$ cat config.mk
export PLATFORM = sky130hd
export DESIGN_NAME = lwc_top
export DESIGN_NICKNAME = d
export VERILOG_FILES = /design/src/inc/lwc_pkg.sv /design/src/core/lwc_pixel_gate.sv /design/src/core/lwc_line_setup.sv /design/src/core/lwc_top.sv
export SDC_FILE = /design/constraint.sdc
export NUM_CORES = 1
export LEC_CHECK = 0
export ABC_AREA = 1
export BUFFER_PORTS_ARGS = -buffer_cell sky130_fd_sc_hd__clkbuf_2
export CAP_MARGIN = 20
export CORE_MARGIN = 4
export CORE_UTILIZATION = 40
export CTS_CLUSTER_DIAMETER = 200
export CTS_CLUSTER_SIZE = 16
export DETAILED_ROUTE_END_ITERATION = 10
export SKIP_CTS_REPAIR_TIMING = 1
export SYNTH_ARGS = -nofsm -noshare
export SYNTH_HDL_FRONTEND = slang
export SYNTH_SLANG_ARGS = --single-unit
$ cat constraint.sdc
create_clock -name clk_in -period 5.3 [get_ports clk_in]
set_clock_uncertainty 0.1 [all_clocks]
set_input_delay 0.53 -clock clk_in [delete_from_list [all_inputs] [get_ports clk_in]]
set_output_delay 0.53 -clock clk_in [all_outputs]
set_load 0.01 [all_outputs]
$ cat src/inc/lwc_pkg.sv
// Shared constants for the line window check block.
// Assumes a 32-bit classic Wishbone bus with byte addressing.
package lwc_pkg;
	// Coordinate width, signed
	localparam int CW = 16;
	// Register byte offsets
	localparam logic [7:0] A_CTRL  = 8'h00;
	localparam logic [7:0] A_WSTA  = 8'h04;
	localparam logic [7:0] A_WEND  = 8'h08;
	localparam logic [7:0] A_PT0   = 8'h0C;
	localparam logic [7:0] A_PT1   = 8'h10;
	localparam logic [7:0] A_CMD   = 8'h14;
	localparam logic [7:0] A_STAT  = 8'h18;
	localparam logic [7:0] A_CODE  = 8'h1C;
	localparam logic [7:0] A_CUR   = 8'h20;
	localparam logic [7:0] A_DELTA = 8'h24;
	// Control fields
	localparam int CTRL_MODE_LSB = 0;
	localparam int CTRL_FEN_BIT  = 2;
	localparam int CTRL_IE_BIT   = 3;
	// Command bits
	localparam int CMD_LINE_BIT  = 0;
	localparam int CMD_CPW_BIT   = 1;
	localparam int CMD_SETUP_BIT = 2;
	// Status bits
	localparam int ST_OUT_BIT  = 0;
	localparam int ST_VERT_BIT = 1;
	localparam int ST_ALL_BIT  = 2;
	localparam int ST_FLAT_BIT = 3;
	localparam int ST_PEND_BIT = 4;
	localparam int ST_BUSY_BIT = 5;
	// Outcode bit positions
	localparam int OC_LEFT  = 0;
	localparam int OC_RIGHT = 1;
	localparam int OC_LOW   = 2;
	localparam int OC_HIGH  = 3;
	// Reset values
	localparam logic [31:0] RST_WORD = 32'h0000_0000;
	localparam logic [3:0]  OC_INSIDE = 4'h0;

	// Window checking modes
	typedef enum logic [1:0] {
		LWC_OFF  = 2'b00,
		LWC_HIT  = 2'b01,
		LWC_MISS = 2'b10,
		LWC_CLIP = 2'b11
	} lwc_mode_t;

	// Region code of a point; signed inclusive limits
	function automatic logic [3:0] lwc_outcode(
		input logic signed [CW-1:0] x,
		input logic signed [CW-1:0] y,
		input logic signed [CW-1:0] xs,
		input logic signed [CW-1:0] ys,
		input logic signed [CW-1:0] xe,
		input logic signed [CW-1:0] ye
	);
		logic [3:0] c;
		c = OC_INSIDE;
		c[OC_LEFT]  = (x < xs);
		c[OC_RIGHT] = (x > xe);
		c[OC_LOW]   = (y < ys);
		c[OC_HIGH]  = (y > ye);
		return c;
	endfunction : lwc_outcode
endpackage : lwc_pkg

$ cat src/core/lwc_pixel_gate.sv
// Per-pixel window test and write gate for the line engine.
// Assumes point and window come from registers on the same clock.
`timescale 1ns/1ps
module lwc_pixel_gate (
	input  wire logic signed [lwc_pkg::CW-1:0] x_in,
	input  wire logic signed [lwc_pkg::CW-1:0] y_in,
	input  wire logic signed [lwc_pkg::CW-1:0] xs_in,
	input  wire logic signed [lwc_pkg::CW-1:0] ys_in,
	input  wire logic signed [lwc_pkg::CW-1:0] xe_in,
	input  wire logic signed [lwc_pkg::CW-1:0] ye_in,
	input  wire logic [1:0]                    mode_in,
	output logic                               inside_out,
	output logic                               write_out,
	output logic                               viol_out
);
	import lwc_pkg::*;

	logic [3:0] code;

	assign code       = lwc_outcode(x_in, y_in, xs_in, ys_in, xe_in, ye_in);
	assign inside_out = (code == OC_INSIDE);

	// Gate is pure logic, so it costs no pixel time
	always_comb begin
		write_out = 1'b0;
		viol_out  = 1'b0;
		case (mode_in)
			LWC_OFF: write_out = 1'b1;
			LWC_HIT: viol_out = inside_out;
			LWC_MISS: begin
				write_out = inside_out;
				viol_out  = !inside_out;
			end
			LWC_CLIP: write_out = inside_out;
			default: write_out = 1'b0;
		endcase
	end
endmodule : lwc_pixel_gate

$ cat src/core/lwc_line_setup.sv
// Line setup: step operands and status from two endpoints.
// Assumes endpoints and window are held stable in registers.
`timescale 1ns/1ps
module lwc_line_setup (
	input  wire logic signed [lwc_pkg::CW-1:0] x0_in,
	input  wire logic signed [lwc_pkg::CW-1:0] y0_in,
	input  wire logic signed [lwc_pkg::CW-1:0] x1_in,
	input  wire logic signed [lwc_pkg::CW-1:0] y1_in,
	input  wire logic signed [lwc_pkg::CW-1:0] xs_in,
	input  wire logic signed [lwc_pkg::CW-1:0] ys_in,
	input  wire logic signed [lwc_pkg::CW-1:0] xe_in,
	input  wire logic signed [lwc_pkg::CW-1:0] ye_in,
	output logic [lwc_pkg::CW:0]               dx_out,
	output logic [lwc_pkg::CW:0]               dy_out,
	output logic                               xneg_out,
	output logic                               yneg_out,
	output logic                               vert_out,
	output logic                               flat_out,
	output logic                               allout_out,
	output logic                               out_out
);
	import lwc_pkg::*;

	logic signed [CW:0] ddx;
	logic signed [CW:0] ddy;
	logic [3:0]         c0;
	logic [3:0]         c1;

	assign ddx      = {x1_in[CW-1], x1_in} - {x0_in[CW-1], x0_in};
	assign ddy      = {y1_in[CW-1], y1_in} - {y0_in[CW-1], y0_in};
	assign xneg_out = ddx[CW];
	assign yneg_out = ddy[CW];
	assign dx_out   = ddx[CW] ? (CW+1)'(0) - ddx : ddx;
	assign dy_out   = ddy[CW] ? (CW+1)'(0) - ddy : ddy;

	assign c0 = lwc_outcode(x0_in, y0_in, xs_in, ys_in, xe_in, ye_in);
	assign c1 = lwc_outcode(x1_in, y1_in, xs_in, ys_in, xe_in, ye_in);

	assign vert_out   = (x0_in == x1_in);
	assign flat_out   = (y0_in == y1_in);
	assign allout_out = ((c0 & c1) != OC_INSIDE);
	assign out_out    = (c0 != OC_INSIDE) || (c1 != OC_INSIDE);
endmodule : lwc_line_setup

$ cat src/core/lwc_top.sv
// Window checking and line clipping engine with Wishbone registers.
// Assumes a classic Wishbone master on clk_in and a pixel writer
// that accepts one pixel per cycle on pix_we_out.
//
// Design decisions made here: the Wishbone register port and the address map.
`timescale 1ns/1ps

module lwc_top (
	input  wire logic                   clk_in,
	input  wire logic                   rst_n_in,
	input  wire logic                   ce_in,
	input  wire logic                   wb_cyc_in,
	input  wire logic                   wb_stb_in,
	input  wire logic                   wb_we_in,
	input  wire logic [7:0]             wb_adr_in,
	input  wire logic [3:0]             wb_sel_in,
	input  wire logic [31:0]            wb_dat_in,
	output logic [31:0]                 wb_dat_out,
	output logic                        wb_ack_out,
	output logic                        pix_we_out,
	output logic [lwc_pkg::CW-1:0]      pix_x_out,
	output logic [lwc_pkg::CW-1:0]      pix_y_out,
	output logic                        line_done_out,
	output logic                        fault_irq_out
);
	import lwc_pkg::*;

	typedef enum logic {
		LWC_IDLE = 1'b0,
		LWC_RUN  = 1'b1
	} lwc_state_t;

	// Byte-lane merge of a write into a register word
	function automatic logic [31:0] lwc_merge(
		input logic [31:0] old,
		input logic [31:0] nw,
		input logic [3:0]  sel
	);
		logic [31:0] r;
		r = old;
		for (int i = 0; i < 4; i++) begin
			if (sel[i]) begin
				r[i*8 +: 8] = nw[i*8 +: 8];
			end
		end
		return r;
	endfunction : lwc_merge

	////////////////////////////////////////////////////////////////
	// Registers and engine state
	////////////////////////////////////////////////////////////////
	logic [31:0]        ctrl;
	logic [31:0]        wsta;
	logic [31:0]        wend;
	logic [31:0]        pt0;
	logic [31:0]        pt1;
	logic [3:0]         code;
	logic [31:0]        delta;
	logic               f_out;
	logic               f_vert;
	logic               f_all;
	logic               f_flat;
	logic               f_pend;
	lwc_state_t         state;
	logic [1:0]         lmode;
	logic signed [CW-1:0] cx;
	logic signed [CW-1:0] cy;
	logic signed [CW-1:0] ex;
	logic signed [CW-1:0] ey;
	logic signed [CW+3:0] err;
	logic signed [CW+3:0] sdx;
	logic signed [CW+3:0] sdy;
	logic               sxn;
	logic               syn;

	logic               req;
	logic               wr;
	logic               cmd_line;
	logic               cmd_cpw;
	logic               cmd_setup;
	logic               clr_pend;
	logic               busy;

	// Window limits and endpoints, low half X, high half Y
	logic signed [CW-1:0] xs;
	logic signed [CW-1:0] ys;
	logic signed [CW-1:0] xe;
	logic signed [CW-1:0] ye;
	logic signed [CW-1:0] x0;
	logic signed [CW-1:0] y0;
	logic signed [CW-1:0] x1;
	logic signed [CW-1:0] y1;

	assign xs = wsta[CW-1:0];
	assign ys = wsta[31:CW];
	assign xe = wend[CW-1:0];
	assign ye = wend[31:CW];
	assign x0 = pt0[CW-1:0];
	assign y0 = pt0[31:CW];
	assign x1 = pt1[CW-1:0];
	assign y1 = pt1[31:CW];

	////////////////////////////////////////////////////////////////
	// Bus decode
	////////////////////////////////////////////////////////////////
	// New request only when no ack is standing
	assign req       = wb_cyc_in && wb_stb_in && !wb_ack_out;
	assign wr        = req && wb_we_in;
	assign cmd_line  = wr && wb_adr_in == A_CMD && wb_sel_in[0]
		&& wb_dat_in[CMD_LINE_BIT];
	assign cmd_cpw   = wr && wb_adr_in == A_CMD && wb_sel_in[0]
		&& wb_dat_in[CMD_CPW_BIT];
	assign cmd_setup = wr && wb_adr_in == A_CMD && wb_sel_in[0]
		&& wb_dat_in[CMD_SETUP_BIT];
	assign clr_pend  = wr && wb_adr_in == A_STAT && wb_sel_in[0]
		&& wb_dat_in[ST_PEND_BIT];
	assign busy      = (state == LWC_RUN);

	// Ack one cycle after the request, dropped the cycle after
	always_ff @(posedge clk_in or negedge rst_n_in) begin
		if (!rst_n_in) begin
			wb_ack_out <= 1'b0;
		end else if (ce_in) begin
			wb_ack_out <= req;
		end
	end

	// Read data registered with the ack; unmapped reads zero
	always_ff @(posedge clk_in or negedge rst_n_in) begin
		if (!rst_n_in) begin
			wb_dat_out <= RST_WORD;
		end else if (ce_in && req) begin
			case (wb_adr_in)
				A_CTRL:  wb_dat_out <= {28'h0000000, ctrl[3:0]};
				A_WSTA:  wb_dat_out <= wsta;
				A_WEND:  wb_dat_out <= wend;
				A_PT0:   wb_dat_out <= pt0;
				A_PT1:   wb_dat_out <= pt1;
				A_CMD:   wb_dat_out <= {31'h00000000, busy};
				A_STAT:  wb_dat_out <= {26'h0000000, busy, f_pend,
					f_flat, f_all, f_vert, f_out};
				A_CODE:  wb_dat_out <= {28'h0000000, code};
				A_CUR:   wb_dat_out <= {cy, cx};
				A_DELTA: wb_dat_out <= delta;
				default: wb_dat_out <= RST_WORD;
			endcase
		end
	end

	// Plain storage registers, byte lanes honoured
	always_ff @(posedge clk_in or negedge rst_n_in) begin
		if (!rst_n_in) begin
			ctrl <= RST_WORD;
			wsta <= RST_WORD;
			wend <= RST_WORD;
			pt0  <= RST_WORD;
			pt1  <= RST_WORD;
		end else if (ce_in && wr) begin
			case (wb_adr_in)
				A_CTRL: ctrl <= lwc_merge(ctrl, wb_dat_in, wb_sel_in);
				A_WSTA: wsta <= lwc_merge(wsta, wb_dat_in, wb_sel_in);
				A_WEND: wend <= lwc_merge(wend, wb_dat_in, wb_sel_in);
				A_PT0:  pt0  <= lwc_merge(pt0, wb_dat_in, wb_sel_in);
				A_PT1:  pt1  <= lwc_merge(pt1, wb_dat_in, wb_sel_in);
				default: ;
			endcase
		end
	end

	////////////////////////////////////////////////////////////////
	// Setup and per-pixel check
	////////////////////////////////////////////////////////////////
	logic [CW:0] s_dx;
	logic [CW:0] s_dy;
	logic        s_xneg;
	logic        s_yneg;
	logic        s_vert;
	logic        s_flat;
	logic        s_all;
	logic        s_out;
	logic        g_in;
	logic        g_wr;
	logic        g_viol;

	lwc_line_setup u_setup (
		.x0_in      (x0),
		.y0_in      (y0),
		.x1_in      (x1),
		.y1_in      (y1),
		.xs_in      (xs),
		.ys_in      (ys),
		.xe_in      (xe),
		.ye_in      (ye),
		.dx_out     (s_dx),
		.dy_out     (s_dy),
		.xneg_out   (s_xneg),
		.yneg_out   (s_yneg),
		.vert_out   (s_vert),
		.flat_out   (s_flat),
		.allout_out (s_all),
		.out_out    (s_out)
	);

	lwc_pixel_gate u_gate (
		.x_in       (cx),
		.y_in       (cy),
		.xs_in      (xs),
		.ys_in      (ys),
		.xe_in      (xe),
		.ye_in      (ye),
		.mode_in    (lmode),
		.inside_out (g_in),
		.write_out  (g_wr),
		.viol_out   (g_viol)
	);

	always_ff @(posedge clk_in or negedge rst_n_in) begin
		if (!rst_n_in) begin
			code <= OC_INSIDE;
		end else if (ce_in && cmd_cpw) begin
			code <= lwc_outcode(x0, y0, xs, ys, xe, ye);
		end
	end

	always_ff @(posedge clk_in or negedge rst_n_in) begin
		if (!rst_n_in) begin
			delta <= RST_WORD;
		end else if (ce_in && cmd_setup) begin
			delta <= {s_dy[CW-1:0], s_dx[CW-1:0]};
		end
	end

	////////////////////////////////////////////////////////////////
	// Line stepper
	////////////////////////////////////////////////////////////////
	logic signed [CW+4:0] e2;
	logic                 last;
	logic                 stop;
	assign e2   = {err, 1'b0};
	assign last = (cx == ex) && (cy == ey);
	// Abort on violation or finish on the endpoint
	assign stop = busy && (g_viol || last);

	// State: start ignored while a line is running
	always_ff @(posedge clk_in or negedge rst_n_in) begin
		if (!rst_n_in) begin
			state <= LWC_IDLE;
		end else if (ce_in) begin
			case (state)
				LWC_IDLE: if (cmd_line) begin
					state <= LWC_RUN;
				end
				LWC_RUN: if (stop) begin
					state <= LWC_IDLE;
				end
				default: state <= LWC_IDLE;
			endcase
		end
	end

	// Stepping registers; abort leaves them at the offending point
	always_ff @(posedge clk_in or negedge rst_n_in) begin
		if (!rst_n_in) begin
			lmode <= LWC_OFF;
			cx    <= '0;
			cy    <= '0;
			ex    <= '0;
			ey    <= '0;
			err   <= '0;
			sdx   <= '0;
			sdy   <= '0;
			sxn   <= 1'b0;
			syn   <= 1'b0;
		end else if (ce_in) begin
			if (!busy && cmd_line) begin
				lmode <= ctrl[CTRL_MODE_LSB +: 2];
				cx    <= x0;
				cy    <= y0;
				ex    <= x1;
				ey    <= y1;
				sdx   <= (CW+4)'(s_dx);
				sdy   <= (CW+4)'(s_dy);
				err   <= (CW+4)'(s_dx) - (CW+4)'(s_dy);
				sxn   <= s_xneg;
				syn   <= s_yneg;
			end else if (busy && !stop) begin
				if (e2 >= -(CW+5)'(sdy) && e2 <= (CW+5)'(sdx)) begin
					err <= err - sdy + sdx;
				end else if (e2 >= -(CW+5)'(sdy)) begin
					err <= err - sdy;
				end else if (e2 <= (CW+5)'(sdx)) begin
					err <= err + sdx;
				end
				if (e2 >= -(CW+5)'(sdy)) begin
					cx <= sxn ? cx - 1'b1 : cx + 1'b1;
				end
				if (e2 <= (CW+5)'(sdx)) begin
					cy <= syn ? cy - 1'b1 : cy + 1'b1;
				end
			end
		end
	end

	// Pixel port registered; one point per cycle
	always_ff @(posedge clk_in or negedge rst_n_in) begin
		if (!rst_n_in) begin
			pix_we_out    <= 1'b0;
			pix_x_out     <= '0;
			pix_y_out     <= '0;
			line_done_out <= 1'b0;
		end else if (ce_in) begin
			pix_we_out    <= busy && g_wr;
			pix_x_out     <= cx;
			pix_y_out     <= cy;
			line_done_out <= stop;
		end
	end

	////////////////////////////////////////////////////////////////
	// Status flags and fault
	////////////////////////////////////////////////////////////////
	// Last writer wins: line end after setup in the same cycle
	always_ff @(posedge clk_in or negedge rst_n_in) begin
		if (!rst_n_in) begin
			f_out  <= 1'b0;
			f_vert <= 1'b0;
			f_all  <= 1'b0;
			f_flat <= 1'b0;
		end else if (ce_in) begin
			if (cmd_setup) begin
				f_vert <= s_vert;
				f_all  <= s_all;
				f_flat <= s_flat;
				f_out  <= s_out;
			end
			if (stop) begin
				case (lmode)
					LWC_HIT:  f_out <= !g_viol;
					LWC_MISS: f_out <= g_viol;
					LWC_CLIP: f_out <= !g_in;
					default:  f_out <= f_out;
				endcase
			end
		end
	end

	// pending; a set beats a clear
	always_ff @(posedge clk_in or negedge rst_n_in) begin
		if (!rst_n_in) begin
			f_pend <= 1'b0;
		end else if (ce_in) begin
			if (busy && g_viol) begin
				f_pend <= 1'b1;
			end else if (clr_pend) begin
				f_pend <= 1'b0;
			end
		end
	end

	assign fault_irq_out = f_pend && ctrl[CTRL_FEN_BIT] && ctrl[CTRL_IE_BIT];
endmodule : lwc_top

## Word level (Yosys, flattened, before mapping)

Index checks and enable logic that the tools add are counted.

- Register bits after elaboration: 363
- Latch bits: 0
- RAM bits: 0
- ROM bits: 0
- Input port bits: 50
- Logic and storage cells: 181
- Memories kept: 0

- $add $sub $neg: 13
- $mul: 0
- Divide/modulo/power cells: 0
- Order comparisons: 14
- Equal/unequal tests: 17
- Shift-type cells: 0
- Mux-type cells: 26
- Bitwise logic cells: 2
- Reductions and logical operators: 68

Operators by type and width:

| cell | number |
|---|---|
| $pmux W32 S10 | 1 |
| $mux W16 | 8 |
| $mux W20 | 5 |
| $gt A16 B16 Y1 | 6 |
| $lt A16 B16 Y1 | 6 |
| $eq A16 B16 Y1 | 4 |
| $reduce_and A3 Y1 | 21 |
| $add A20 B18 Y20 | 2 |
| $mux W17 | 2 |
| $sub A1 B17 Y17 const A | 2 |
| $sub A16 B16 Y17 | 2 |
| $add A16 B1 Y16 const B | 2 |
| $eq A8 B5 Y1 const B | 4 |
| $sub A16 B1 Y16 const B | 2 |
| $logic_and A1 B1 Y1 | 24 |
| $ge A21 B21 Y1 | 1 |
| $le A21 B18 Y1 | 1 |
| $neg A17 Y21 | 1 |
| $sub A20 B18 Y20 | 1 |
| $sub A17 B17 Y18 | 1 |
| $eq A8 B4 Y1 const B | 2 |
| $eq A8 B6 Y1 const B | 2 |
| $reduce_bool A4 Y1 | 4 |
| $reduce_bool A2 Y1 | 5 |
| other kinds (16) | 31 |

## Longest topological paths before layout

Gate-level depths: netlist of the first run.

- Word-level depth: 10
- Gate-level depth with buffers: 37
- Gate-level depth less buffers: 36

## By module

A second synthesis of the first run with hierarchy kept.

- Cells, all modules: 4,674
- Area, all modules: 32,444.9 sq um

By module, submodules not included:

| module | instances | cells an instance | area each (sq um) | seq. area each (sq um) |
|---|---|---|---|---|
| lwc_top | 1 | 3,197 | 24,133.1 | 9,083.7 |
| lwc_line_setup | 1 | 1,182 | 6,546.3 | 0.0 |
| lwc_pixel_gate | 1 | 295 | 1,765.4 | 0.0 |

## Worst setup path before layout of the first run

No wires, ideal clock.

- Path kind: register -> register
- Start: register pt1[16]
- End: register err[18]
- Arrival: 4,250 ps
- Data required time: 5,084 ps
- Slack: 834 ps
- Stages on the path, launching flop included: 36
- Period minus slack after synthesis: 4,466 ps
- Path through: dfrtp_1 inv_1 ha_1 fa_1 inv_1 nand2_2 nand2_2 nand2_1 inv_1 nand2_1 nand3_2 nand2_2 nand3_1 nand2_4 buf_6 or2_2 o21ai_0 inv_1 ha_1 nand2_1 o21ai_0 a21boi_0 o21ai_0 nand3_1 nand3b_1 nand2_1 inv_1 o22ai_2 nand2_1 nand3_2 nand2_2 nand2_2 nand2_2 nand2_1 nand2_1 nand2_1

- Longest elaborated chain between the ends: 5

RTL lines:

| what | RTL line | source |
|---|---|---|
| start, declared | lwc_top.sv:56 | `logic [31:0] pt1;` |
| start signal, assigned | lwc_top.sv:164 | `A_PT1: pt1 <= lwc_merge(pt1, wb_dat_in, wb_sel_in);` |
| $sub A16 B16 Y17 (*) | lwc_line_setup.sv:30 | `assign ddy = {y1_in[CW-1], y1_in} - {y0_in[CW-1], y0_in};` |
| $sub A1 B17 Y17 | lwc_line_setup.sv:34 | `assign dy_out = ddy[CW] ? (CW+1)'(0) - ddy : ddy;` |
| $mux W17 (*) | lwc_line_setup.sv:34 |  |
| named net s_dy[1] | lwc_top.sv:174 | `logic [CW:0] s_dy;` |
| $sub A17 B17 Y18 (*) | lwc_top.sv:283 | `err <= (CW+4)'(s_dx) - (CW+4)'(s_dy);` |
| $mux W20 (*) | lwc_top.sv:275 | `if (!busy && cmd_line) begin` |
| end signal, assigned | lwc_top.sv:283 |  |
| end signal, assigned | lwc_top.sv:288 | `err <= err - sdy + sdx;` |
| end signal, assigned | lwc_top.sv:290 | `err <= err - sdy;` |
| end, declared | lwc_top.sv:70 | `logic signed [CW+3:0] err;` |

Mark *: on every way through the listed nets, which the timed path passes. The rest lies on a longest branch.
A chain may end at the register's enable or synchronous reset.

## Final worst setup path of the first run

- Start: register sdy[1]
- End: register err[1]

- Longest elaborated chain between the ends: 6
- Elaborated cells between the ends (all ways): 11
- Classes of those cells: add/sub: 3; order compare: 1; mux: 4; reduce/logical: 3

RTL lines:

| what | RTL line | source |
|---|---|---|
| start, declared | lwc_top.sv:72 | `logic signed [CW+3:0] sdy;` |
| start signal, assigned | lwc_top.sv:282 | `sdy <= (CW+4)'(s_dy);` |
| $neg A17 Y21 | lwc_top.sv:287, lwc_top.sv:289 |  |
| $ge A21 B21 Y1 | lwc_top.sv:287, lwc_top.sv:289 |  |
| $mux W20 or $logic_and A1 B1 Y1 (tied branches) | lwc_top.sv:289, lwc_top.sv:287 |  |
| $mux W20 | lwc_top.sv:287 | `if (e2 >= -(CW+5)'(sdy) && e2 <= (CW+5)'(sdx)) begin` |
| $mux W20 | lwc_top.sv:286 | `end else if (busy && !stop) begin` |
| $mux W20 | lwc_top.sv:275 |  |
| end signal, assigned | lwc_top.sv:288 |  |
| end signal, assigned | lwc_top.sv:290 |  |
| end signal, assigned | lwc_top.sv:292 | `err <= err + sdx;` |

Several ways; a longest one is shown, not always the timed one. The select of a mux whose other input is x is not followed.

==> results of run 1 <==
[final cells by class]
cell class,count,area [um2]
Clock buffer,27,676
Clock inverter,1,7.51
Fill cell,7240,39200
Multi-Input combinational cell,2913,17200
Tap cell,940,1180
Timing Repair Buffer,179,1120
Inverter,491,1840
Sequential cell,363,9080
[power breakdown]
group | total (uW) | internal [uW] | leakage, uW | switching, uW
Clock | 1950 | 898 | 0.000333 | 1050
Sequential | 3590 | 3060 | 0.00475 | 532
Combinational | 5990 | 2260 | 0.0106 | 3730
[worst max path at each step]
| stage | from | to | slack [ps] | cells past startpoint |
|---|---|---|---|---|
| after global placement | pt1[16] | err[18] | 480 | 35 |
| final | sdy[1] | err[1] | 340 | 23 |
| after global routing | pt0[0] | err[12] | 3 | 30 |
| after detailed placement | pt1[16] | err[18] | 360 | 35 |
| after floorplan | pt1[16] | err[18] | 830 | 35 |
| after CTS | pt1[16] | err[18] | 360 | 35 |
[per-stage QoR]
step           cells  utilization  total power, uW  worst slack [ps]  area [um2]
2_1_floorplan   3860            -             7660               834       28500
3_3_place_gp    4884        0.432             9470               476       30300
3_5_place_dp    4884        0.432             9490               363       30300
4_1_cts         4912        0.442            11500               362       31000
5_1_grt         4914        0.442            12500              3.33       31100
6_report        4914        0.442            11500               340       31100
[worst register-to-register path, delay by kind of cell, from the launching register on]
family / cells / cell delay [ps]
fa+ha+maj: 2 / 500
compound gates: 4 / 500
simple gates: 14 / 2640
xor+xnor: 1 / 180
buf+inv: 2 / 580
flops: 1 / 380
[routing by layer]
metal  track usage  vias to the layer above  part of all wire
met1         0.388                    12500              0.46
li1              -                    13100                 -
met2         0.415                     1031              0.43
met4        0.0858                        4             0.037
met5             0                        -           0.00026
met3        0.0423                      198             0.077
[kinds of logic (layout without fill, tap and decap cells)]
group	after synthesis	after routing	synth area share
xor gates and xnor gates	144	144	0.0443
DFF	363	363	0.319
and+or+nand+nor	1543	1543	0.229
buffers and inverters	584	698	0.0792
muxes	1	1	0.000351
adders and majority gates	357	357	0.159
AOI/OAI and AO/OA	868	868	0.170
[layout by cell type, fill, tap and decap left out, types with 57 or more instances in the layout]
cell type and count:
ha_1 349, nor2_1 158, dfrtp_1 363, nand2_1 1062
buf_4 57, clkbuf_2 116, xnor2_1 66, o21ai_0 428
a21oi_1 229, xor2_1 78, nand3_1 124, inv_1 465
[sequential cells by signal (all words and copies together), names as in the netlist, 20 cells and up]
name	flops
pt0	32
delta	32
err	20
wend	32
wsta	32
wb_dat_out	32
pt1	32
[cell usage after synthesis, types with 8 or more instances]
master	number	area share
nand2_1	1062	0.14
inv_1	466	0.061
o21ai_0	431	0.076
dfrtp_1	363	0.32
ha_1	349	0.15
a21oi_1	229	0.040
nor2_1	162	0.021
nand3_1	124	0.022
xor2_1	78	0.024
clkbuf_1	71	0.0094
xnor2_1	66	0.020
o22ai_1	52	0.011
nand4_1	51	0.011
nand2_2	39	0.0086
nor3_1	33	0.0058
inv_2	24	0.0032
o211ai_1	23	0.0061
o31ai_1	22	0.0058
nand3b_1	16	0.0042
o2111ai_1	14	0.0043
o21ai_1	14	0.0025
buf_2	13	0.0023
a21o_1	12	0.0032
nor2_2	12	0.0026
o21bai_1	11	0.0029
a21boi_0	10	0.0026
a221oi_1	10	0.0031
nor4_1	10	0.0022
or2_2	10	0.0022
nand3_2	9	0.0032
fa_1	8	0.0056
==> impl_metrics.toml, run 1 <==
[outcome]
status = "finished, final reports clean"

[job]
drv_cap = 0

[power]
p_leak_uw = 0.0157
peakVddDrop_mv = 0.295
cellPowerDensity_mw_per_mm2 = 371

[setup_path]
cp_top_family = "simple AND/OR/NAND/NOR gates"
cp-end-kind = "register"
cp_data_arrival_time_ps = 5380
rr_endpoint = "err[1]"
rrSetupSlack_ps = 340
crit_fanout = 12
startpoint_type = "register"
rr_startpoint = "sdy[1]"
path_cells = "inv_1 -> ha_1 -> nand3_1 -> nor3_1 -> nand4_1 -> nor3_1 -> nand3_1 -> nor2_1 -> nand3_1 -> xor2_1 -> ha_1 -> a21oi_1 -> o21ai_0 -> a21oi_1 -> nand3_1 -> or2_2 -> nand2_1 -> nor2_1 -> nand2_1 -> nand3_2 -> inv_1 -> nand3_1 -> o21ai_0"
max_stage_delay_ps = 440
crit_type = "reg2reg"
reg2reg_depth = 23
crit_top_cell = "nand3_1"
crit_slowest_cell = "inv_1"
worstPathRequired_ps = 5720
cp_num_buf_inv = 2

[synth]
synth_edf_count = 0
synth_flop_cell = "dfrtp_1"
async_reset_ff_frac = 1.00
synth_area_per_cell_um2 = 7.38
syn_inst = 3860
ys_ff_latch = 363
ys_seq_area_frac = 0.319
ys_types = 56
netlist_area_mm2 = 0.0285
syn-num-nets = 4267
yosysWarnings = 0

[timing]
holdWs_ps = 138
relSlewSlack = 0.402
tightest_slew_ps = 896
finalCritPeriodShare = 0.936
rsz0062_at_grt = "false"
finalMaxSlewViolations = 0
final.setup.tns_ps = 0
setup_violations = 0
max_freq_ghz = 0.202
fin_crit_ps = 4960
hold_violations = 0

[final_layout]
area_delta_synth_final_pct = 9.04
nets = 4381
antenna_cells = 0
drive_gt1_frac = 0.0815

[routing]
wl_mm = 103
first_pass_iters = 6
drt_iter0_drc = 2658
ant_nets = 0
viasPerCell = 5.46
drc = 0
vias = 26900
wl_per_cell_um = 21.0

[cts]
worstSkewPairLatency_ps = 610
cts_root_buf = "clkbuf_16"
cts.clk_slew.worst_paths_ps = 80
cts_max_path_buffers = 3
cts_buffers = 26
cts_tree = "done"
clock_sinks = 363
htree_levels = 1

[die]
die_h_um = 275
die_width_um = 275
ioPinCount = 118
num_rows = 97
start_util = 0.405
core_area_mm2 = 0.0703
die-area_mm2 = 0.0756

[hold_path]
hold_path.class = "in2reg"
holdCritStartpoint = "wb_dat_in[22]"
hold_end = "pt0[22]"
whs_path_depth = 3

[grt]
grt_antenna_before_repair = 2
first_global_vias = 25200
grt_overflow = 0
grt_first_pass_wirelength_mm = 157
grt_use_total = 0.269
grt_max_degree = 108

[placement]
port_buffers = 117
dp_hpwl_mm = 80.1
gp_congestion = 0.988
Note: power is estimated with default switching activity, not from simulation.
==> run 2, diff against run 1 <==
--- a/config.mk
+++ b/config.mk
@@ -10,4 +10,6 @@
 export CAP_MARGIN = 20
+export CELL_PAD_IN_SITES_DETAIL_PLACEMENT = 1
+export CELL_PAD_IN_SITES_GLOBAL_PLACEMENT = 2
 export CORE_MARGIN = 4
-export CORE_UTILIZATION = 40
+export CORE_UTILIZATION = 37
 export CTS_CLUSTER_DIAMETER = 200
@@ -15,2 +17,3 @@
 export DETAILED_ROUTE_END_ITERATION = 10
+export PLACE_DENSITY_LB_ADDON = 0.1
 export SKIP_CTS_REPAIR_TIMING = 1
--- a/constraint.sdc
+++ b/constraint.sdc
@@ -4,2 +4,2 @@
 set_output_delay 0.53 -clock clk_in [all_outputs]
-set_load 0.01 [all_outputs]
+set_load 0.05 [all_outputs]
==> run 2 against run 1 <==
Fmax up 3.0%. Total power up 5.6%. Sequential power about the same. Combinational power up 10%. Cell count up 2.3%. Die area up 7.9%. Cell area up 1.0%. Non-clock buffer count up 22. Global-route usage up 2.0 points. Clock power up 2%. Via count up 1.4%. Count of clock-buffer cells in the layout down 1. Critical path type unchanged. Highest routed layer unchanged.
==> impl_metrics.toml, run 2 (same netlist as run 1, synthesis figures left out) <==
[final_layout]
nets = 4403
area_delta_synth_final_pct = 10.2
drive_gt1_frac = 0.0873
final_cell_mix = "1061 x nand2_1, 465 x inv_1, 426 x o21ai_0"
fillers = 9673
final_common_cell = "nand2_1"

[timing]
tightest_slew_ps = 1010
setup_violations = 0
fin_crit_ps = 4820
relSlewSlack = 0.325
hold_violations = 0
finalMaxSlewViolations = 0
rsz0062_at_grt = "false"
holdWs_ps = 116
max_freq_ghz = 0.208
final.setup.tns_ps = 0
finalCritPeriodShare = 0.909
layout_setup_ws_ps = 482

[setup_path]
cp_data_arrival_time_ps = 5250
crit_slowest_cell = "dfrtp_1"
crit_type = "reg2reg"
startpoint_type = "register"
worstPathRequired_ps = 5730
max_stage_delay_ps = 440
crit_top_cell = "nand2_1"
cp-end-kind = "register"
crit_fanout = 13

[grt]
grt_max_degree = 103
grt_antenna_before_repair = 9
grt_overflow = 0
grt_first_pass_wirelength_mm = 179
first_global_vias = 27500
grt_use_total = 0.290

[placement]
port_buffers = 117
dp_hpwl_mm = 94.7
gp_congestion = 0.893
place_ws_ps = 234

[routing]
wl_mm = 120
viasPerCell = 5.42
wl_per_cell_um = 23.8
vias = 27200
drt_iter0_drc = 1945
first_pass_iters = 6
drc = 0
ant_nets = 0

[power]
p_leak_uw = 0.0158
peakVddDrop_mv = 0.297
cellPowerDensity_mw_per_mm2 = 388

[cts]
cts_root_buf = "clkbuf_16"
clock_sinks = 363
cts_buffers = 26
cts.clk_slew.worst_paths_ps = 90
cts_tree = "done"
worstSkewPairLatency_ps = 630
cts_max_path_buffers = 3
htree_levels = 1

[die]
die_width_um = 285
ioPinCount = 118
num_rows = 101
core_area_mm2 = 0.0761
die-area_mm2 = 0.0815
start_util = 0.374
die_h_um = 285

[outcome]
status = "finished, final reports clean"

[hold_path]
hold_path.class = "in2reg"

[job]
drv_cap = 0
[run 2: per-layer routing]
layer	GRT usage	vias up	wire (um)
li1	-	13100	-
met3	0.0465	144	7310
met5	0	-	64
met4	0.0817	8	3870
met2	0.444	655	51300
met1	0.422	13300	57100
[run 2: worst paths after layout]
| path | start | to | slack [ps] | cells after the start |
|---|---|---|---|---|
| max | pt0[0] | err[16] | 480 | 30 |
| min | wb_dat_in[5] | wsta[5] | 120 | 3 |
| max reg2reg | pt0[0] | err[16] | 480 | 30 |
| min reg2reg | pix_x_out[5] | pix_x_out[5] | 380 | 2 |
| max in group asynchronous | rst_n_in | err[15] | 3370 | 3 |
| min in group asynchronous | rst_n_in | wsta[10] | 380 | 2 |
[run 2: report_power, final]
part           internal [uW]  switching, uW
Clock                    874           1120
Sequential              3060            510
Combinational           2320           4300
Total                   6250           5920
[run 2: final cells by class]
| type | instances | area (um2) | area share |
|---|---|---|---|
| Multi-Input combinational cell | 2913 | 17200 | 0.548 |
| Clock inverter | 2 | 23.8 | 0.000757 |
| Timing Repair Buffer | 201 | 1300 | 0.0414 |
| Clock buffer | 26 | 651 | 0.0207 |
| Tap cell | 1030 | 1290 | 0.0411 |
| Antenna cell | 1 | 2.50 | 0.0000797 |
| Inverter | 491 | 1850 | 0.0588 |
| Sequential cell | 363 | 9080 | 0.289 |
[run 2: worst max-delay path: cells and delay by family, from the launching register on]
family / cells / cell delay, ps
flip-flops: 1 / 440
adder cells (fa/ha/maj): 3 / 1010
AO/OA/AOI/OAI: 6 / 950
AND/OR/NAND/NOR: 17 / 1710
buffers and inverters: 3 / 300
XOR/XNOR: 1 / 210
[run 2: through the flow]
step	cell area, um2	util	std cells	power, uW
6_report	31400	0.413	5027	12200
5_1_grt	31400	0.413	5026	13200
4_1_cts	31300	0.411	5016	12200
3_5_place_dp	30600	0.402	4988	10100
3_3_place_gp	30600	0.402	4987	10100
2_1_floorplan	28500	-	3860	7940
==> run 3, diff against run 2 <==
SYNTH_HIERARCHICAL = 1   (was not set)
clock period = 4.8 ns   (was 5.3 ns; I/O delays follow)
==> run 3 against run 2 <==
Setup slack got worse by 150 ps. Register-to-register slack got worse by 150 ps. Synthesized area increased by 14%. Largest power group unchanged. Fmax increased by 7.8%. Synthesized cell count increased by 21%. Non-clock buffer count increased by 17. Global-route usage decreased by 0.20 points. Largest cell class unchanged. Utilization decreased by 0.31 points. Critical path depth decreased by 3. Cell count increased by 19%. Combinational power increased by 18%. Sequential share of layout area decreased by 3.4 points.
==> impl_metrics.toml, run 3 <==
[outcome]
status = "finished, final reports clean"

[grt]
grt_max_degree = 159
grt_overflow = 0
grt_use_total = 0.288
grt_antenna_before_repair = 6
first_global_vias = 32100
grt_first_pass_wirelength_mm = 205

[placement]
dp_hpwl_mm = 110
place_ws_ps = 223
gp_congestion = 0.886
placedCellCount = 5941
port_buffers = 117

[routing]
first_pass_iters = 5
wl_mm = 136
drt_iter0_drc = 2018
viasPerCell = 5.31
ant_nets = 0
vias = 31800
drc = 0
wl_per_cell_um = 22.7

[final_layout]
multi_input_area_mm2 = 0.0202
final_common_cell = "nand2_1"
fillers = 11200
nets = 5298
final_cell_mix = "1327 x nand2_1, 707 x inv_1, 419 x ha_1"
area_delta_synth_final_pct = 9.64
drive_gt1_frac = 0.0782
seq_area_mm2 = 0.00908
final_util = 0.409
fin_cells = 5976

[setup_path]
max_stage_delay_ps = 430
worstPathRequired_ps = 5180
cp_data_arrival_time_ps = 4850
crit_top_cell = "nand2_1"
crit_slowest_cell = "fa_1"
reg2reg_depth = 27
crit_type = "reg2reg"
cp-end-kind = "register"
crit_fanout = 7
startpoint_type = "register"

[synth]
syn-num-nets = 5152
synth_area_per_cell_um2 = 6.94
synth_edf_count = 0
syn_inst = 4674
netlist_area_mm2 = 0.0324
ys_seq_area_frac = 0.280
yosysWarnings = 6
async_reset_ff_frac = 1.00
synth_flop_cell = "dfrtp_1"
ys_types = 62
synth_common_cells = "1329 x nand2_1, 710 x inv_1, 420 x ha_1, 365 x o21ai_0, 363 x dfrtp_1"
ys_ff_latch = 363
synth_most_common_cell = "nand2_1"
yosysTopAreaCell = "dfrtp_1"
yosysTopAreaCellShare = 0.280
yosys-top-cells-area = "dfrtp_1 28%, ha_1 16%, nand2_1 15%"

[hold_path]
hold_path.class = "in2reg"
whs_path_depth = 3

[job]
drv_cap = 0

[cts]
clock_sinks = 363
cts.clk_slew.worst_paths_ps = 90
cts_buffers = 26
worstSkewPairLatency_ps = 650
htree_levels = 1
cts_max_path_buffers = 3
cts_tree = "done"
cts_root_buf = "clkbuf_16"

[die]
core_area_mm2 = 0.0869
die_width_um = 304
die_h_um = 304
ioPinCount = 118
die-area_mm2 = 0.0925
start_util = 0.373
num_rows = 108

[power]
intPower_uw = 6970
switchingPower_uw = 7080
power_frac_clock = 0.158
cellPowerDensity_mw_per_mm2 = 395
p_leak_uw = 0.0184
totalPowerFinal_uw = 14100
peakVddDrop_mv = 0.287
p_sw_frac = 0.504
p_comb_frac = 0.557
seqPwrFrac = 0.284

[timing]
fin_crit_ps = 4470
setup_violations = 0
finalCritPeriodShare = 0.931
tightest_slew_ps = 1150
hold_violations = 0
layout_setup_ws_ps = 332
relSlewSlack = 0.231
max_freq_ghz = 0.224
finalMaxSlewViolations = 0
holdWs_ps = 40.5
run 3: changes by cell type in the layout (fill, tap and decap cells not counted), sizes merged, moves of 60 or more:
| cell | delta |
|---|---|
| nand2 | +253 |
| inv | +239 |
| nor2 | +124 |
| nand3 | +92 |
| ha | +71 |
| a21oi | +60 |
run 3: worst paths after layout:
path / slack (ps) / startpoint / endpoint
min in group asynchronous: 190 / rst_n_in / err[14]
min: 40 / wb_dat_in[21] / wend[21]
max: 330 / pt1[16] / err[15]
min reg2reg: 390 / pix_y_out[9] / pix_y_out[9]
max reg2reg: 330 / pt1[16] / err[15]
max in group asynchronous: 3110 / rst_n_in / pt1[10]
run 3: logic make-up (layout without fill, tap and decap cells):
kind of cell,Yosys count,in the layout,synth area share
other cells,0,1,0
buf+inv,830,976,0.100
fa+ha+maj,428,428,0.167
simple gates,2029,2029,0.261
mux,13,13,0.00451
flops,363,363,0.280
xor+xnor,120,120,0.0324
compound gates,891,891,0.155
run 3: area by class of cell:
class / instances / share of cell area
clock inverters: 2 / 0.00106
diodes: 1 / 0.0000703
clock buffers: 26 / 0.0183
well taps: 1155 / 0.0406
inverters: 730 / 0.0776
repair buffers: 218 / 0.0405
multi-input cells: 3481 / 0.567
flip-flops and latches: 363 / 0.255
run 3: critical path, delay by kind of cell, from the launching register on:
family                     cells  cell delay, ps
and+or+nand+nor               15            1370
buffers and inverters          4             480
xor gates and xnor gates       2             340
DFF                            1             400
adders and majority gates      3            1060
AOI/OAI and AO/OA              3             540
run 3: metal layers:
| layer | up-vias | track usage | part of all wire |
|---|---|---|---|
| li1 | 15500 | - | - |
| met1 | 15500 | 0.411 | 0.47 |
| met2 | 632 | 0.460 | 0.44 |
| met3 | 130 | 0.0443 | 0.057 |
| met4 | 8 | 0.0610 | 0.024 |
| met5 | - | 0 | 0.00031 |
run 3: power by group through the flow:
stage,sequential [uW],clock (uW),combinational (uW)
after detailed placement,4050,0,7710
after CTS,3990,2280,7760
after global placement,4040,0,7620
final,4000,2220,7830
after floorplan,4120,0,5040
after global routing,4040,2380,8810
run 3: through the flow:
stage	TNS, ps	cell area, um2
after CTS	0	35500
final	0	35600
after detailed placement	0	34800
after global placement	0	34800
after floorplan	0	32400
after global routing	-0.0928	35600
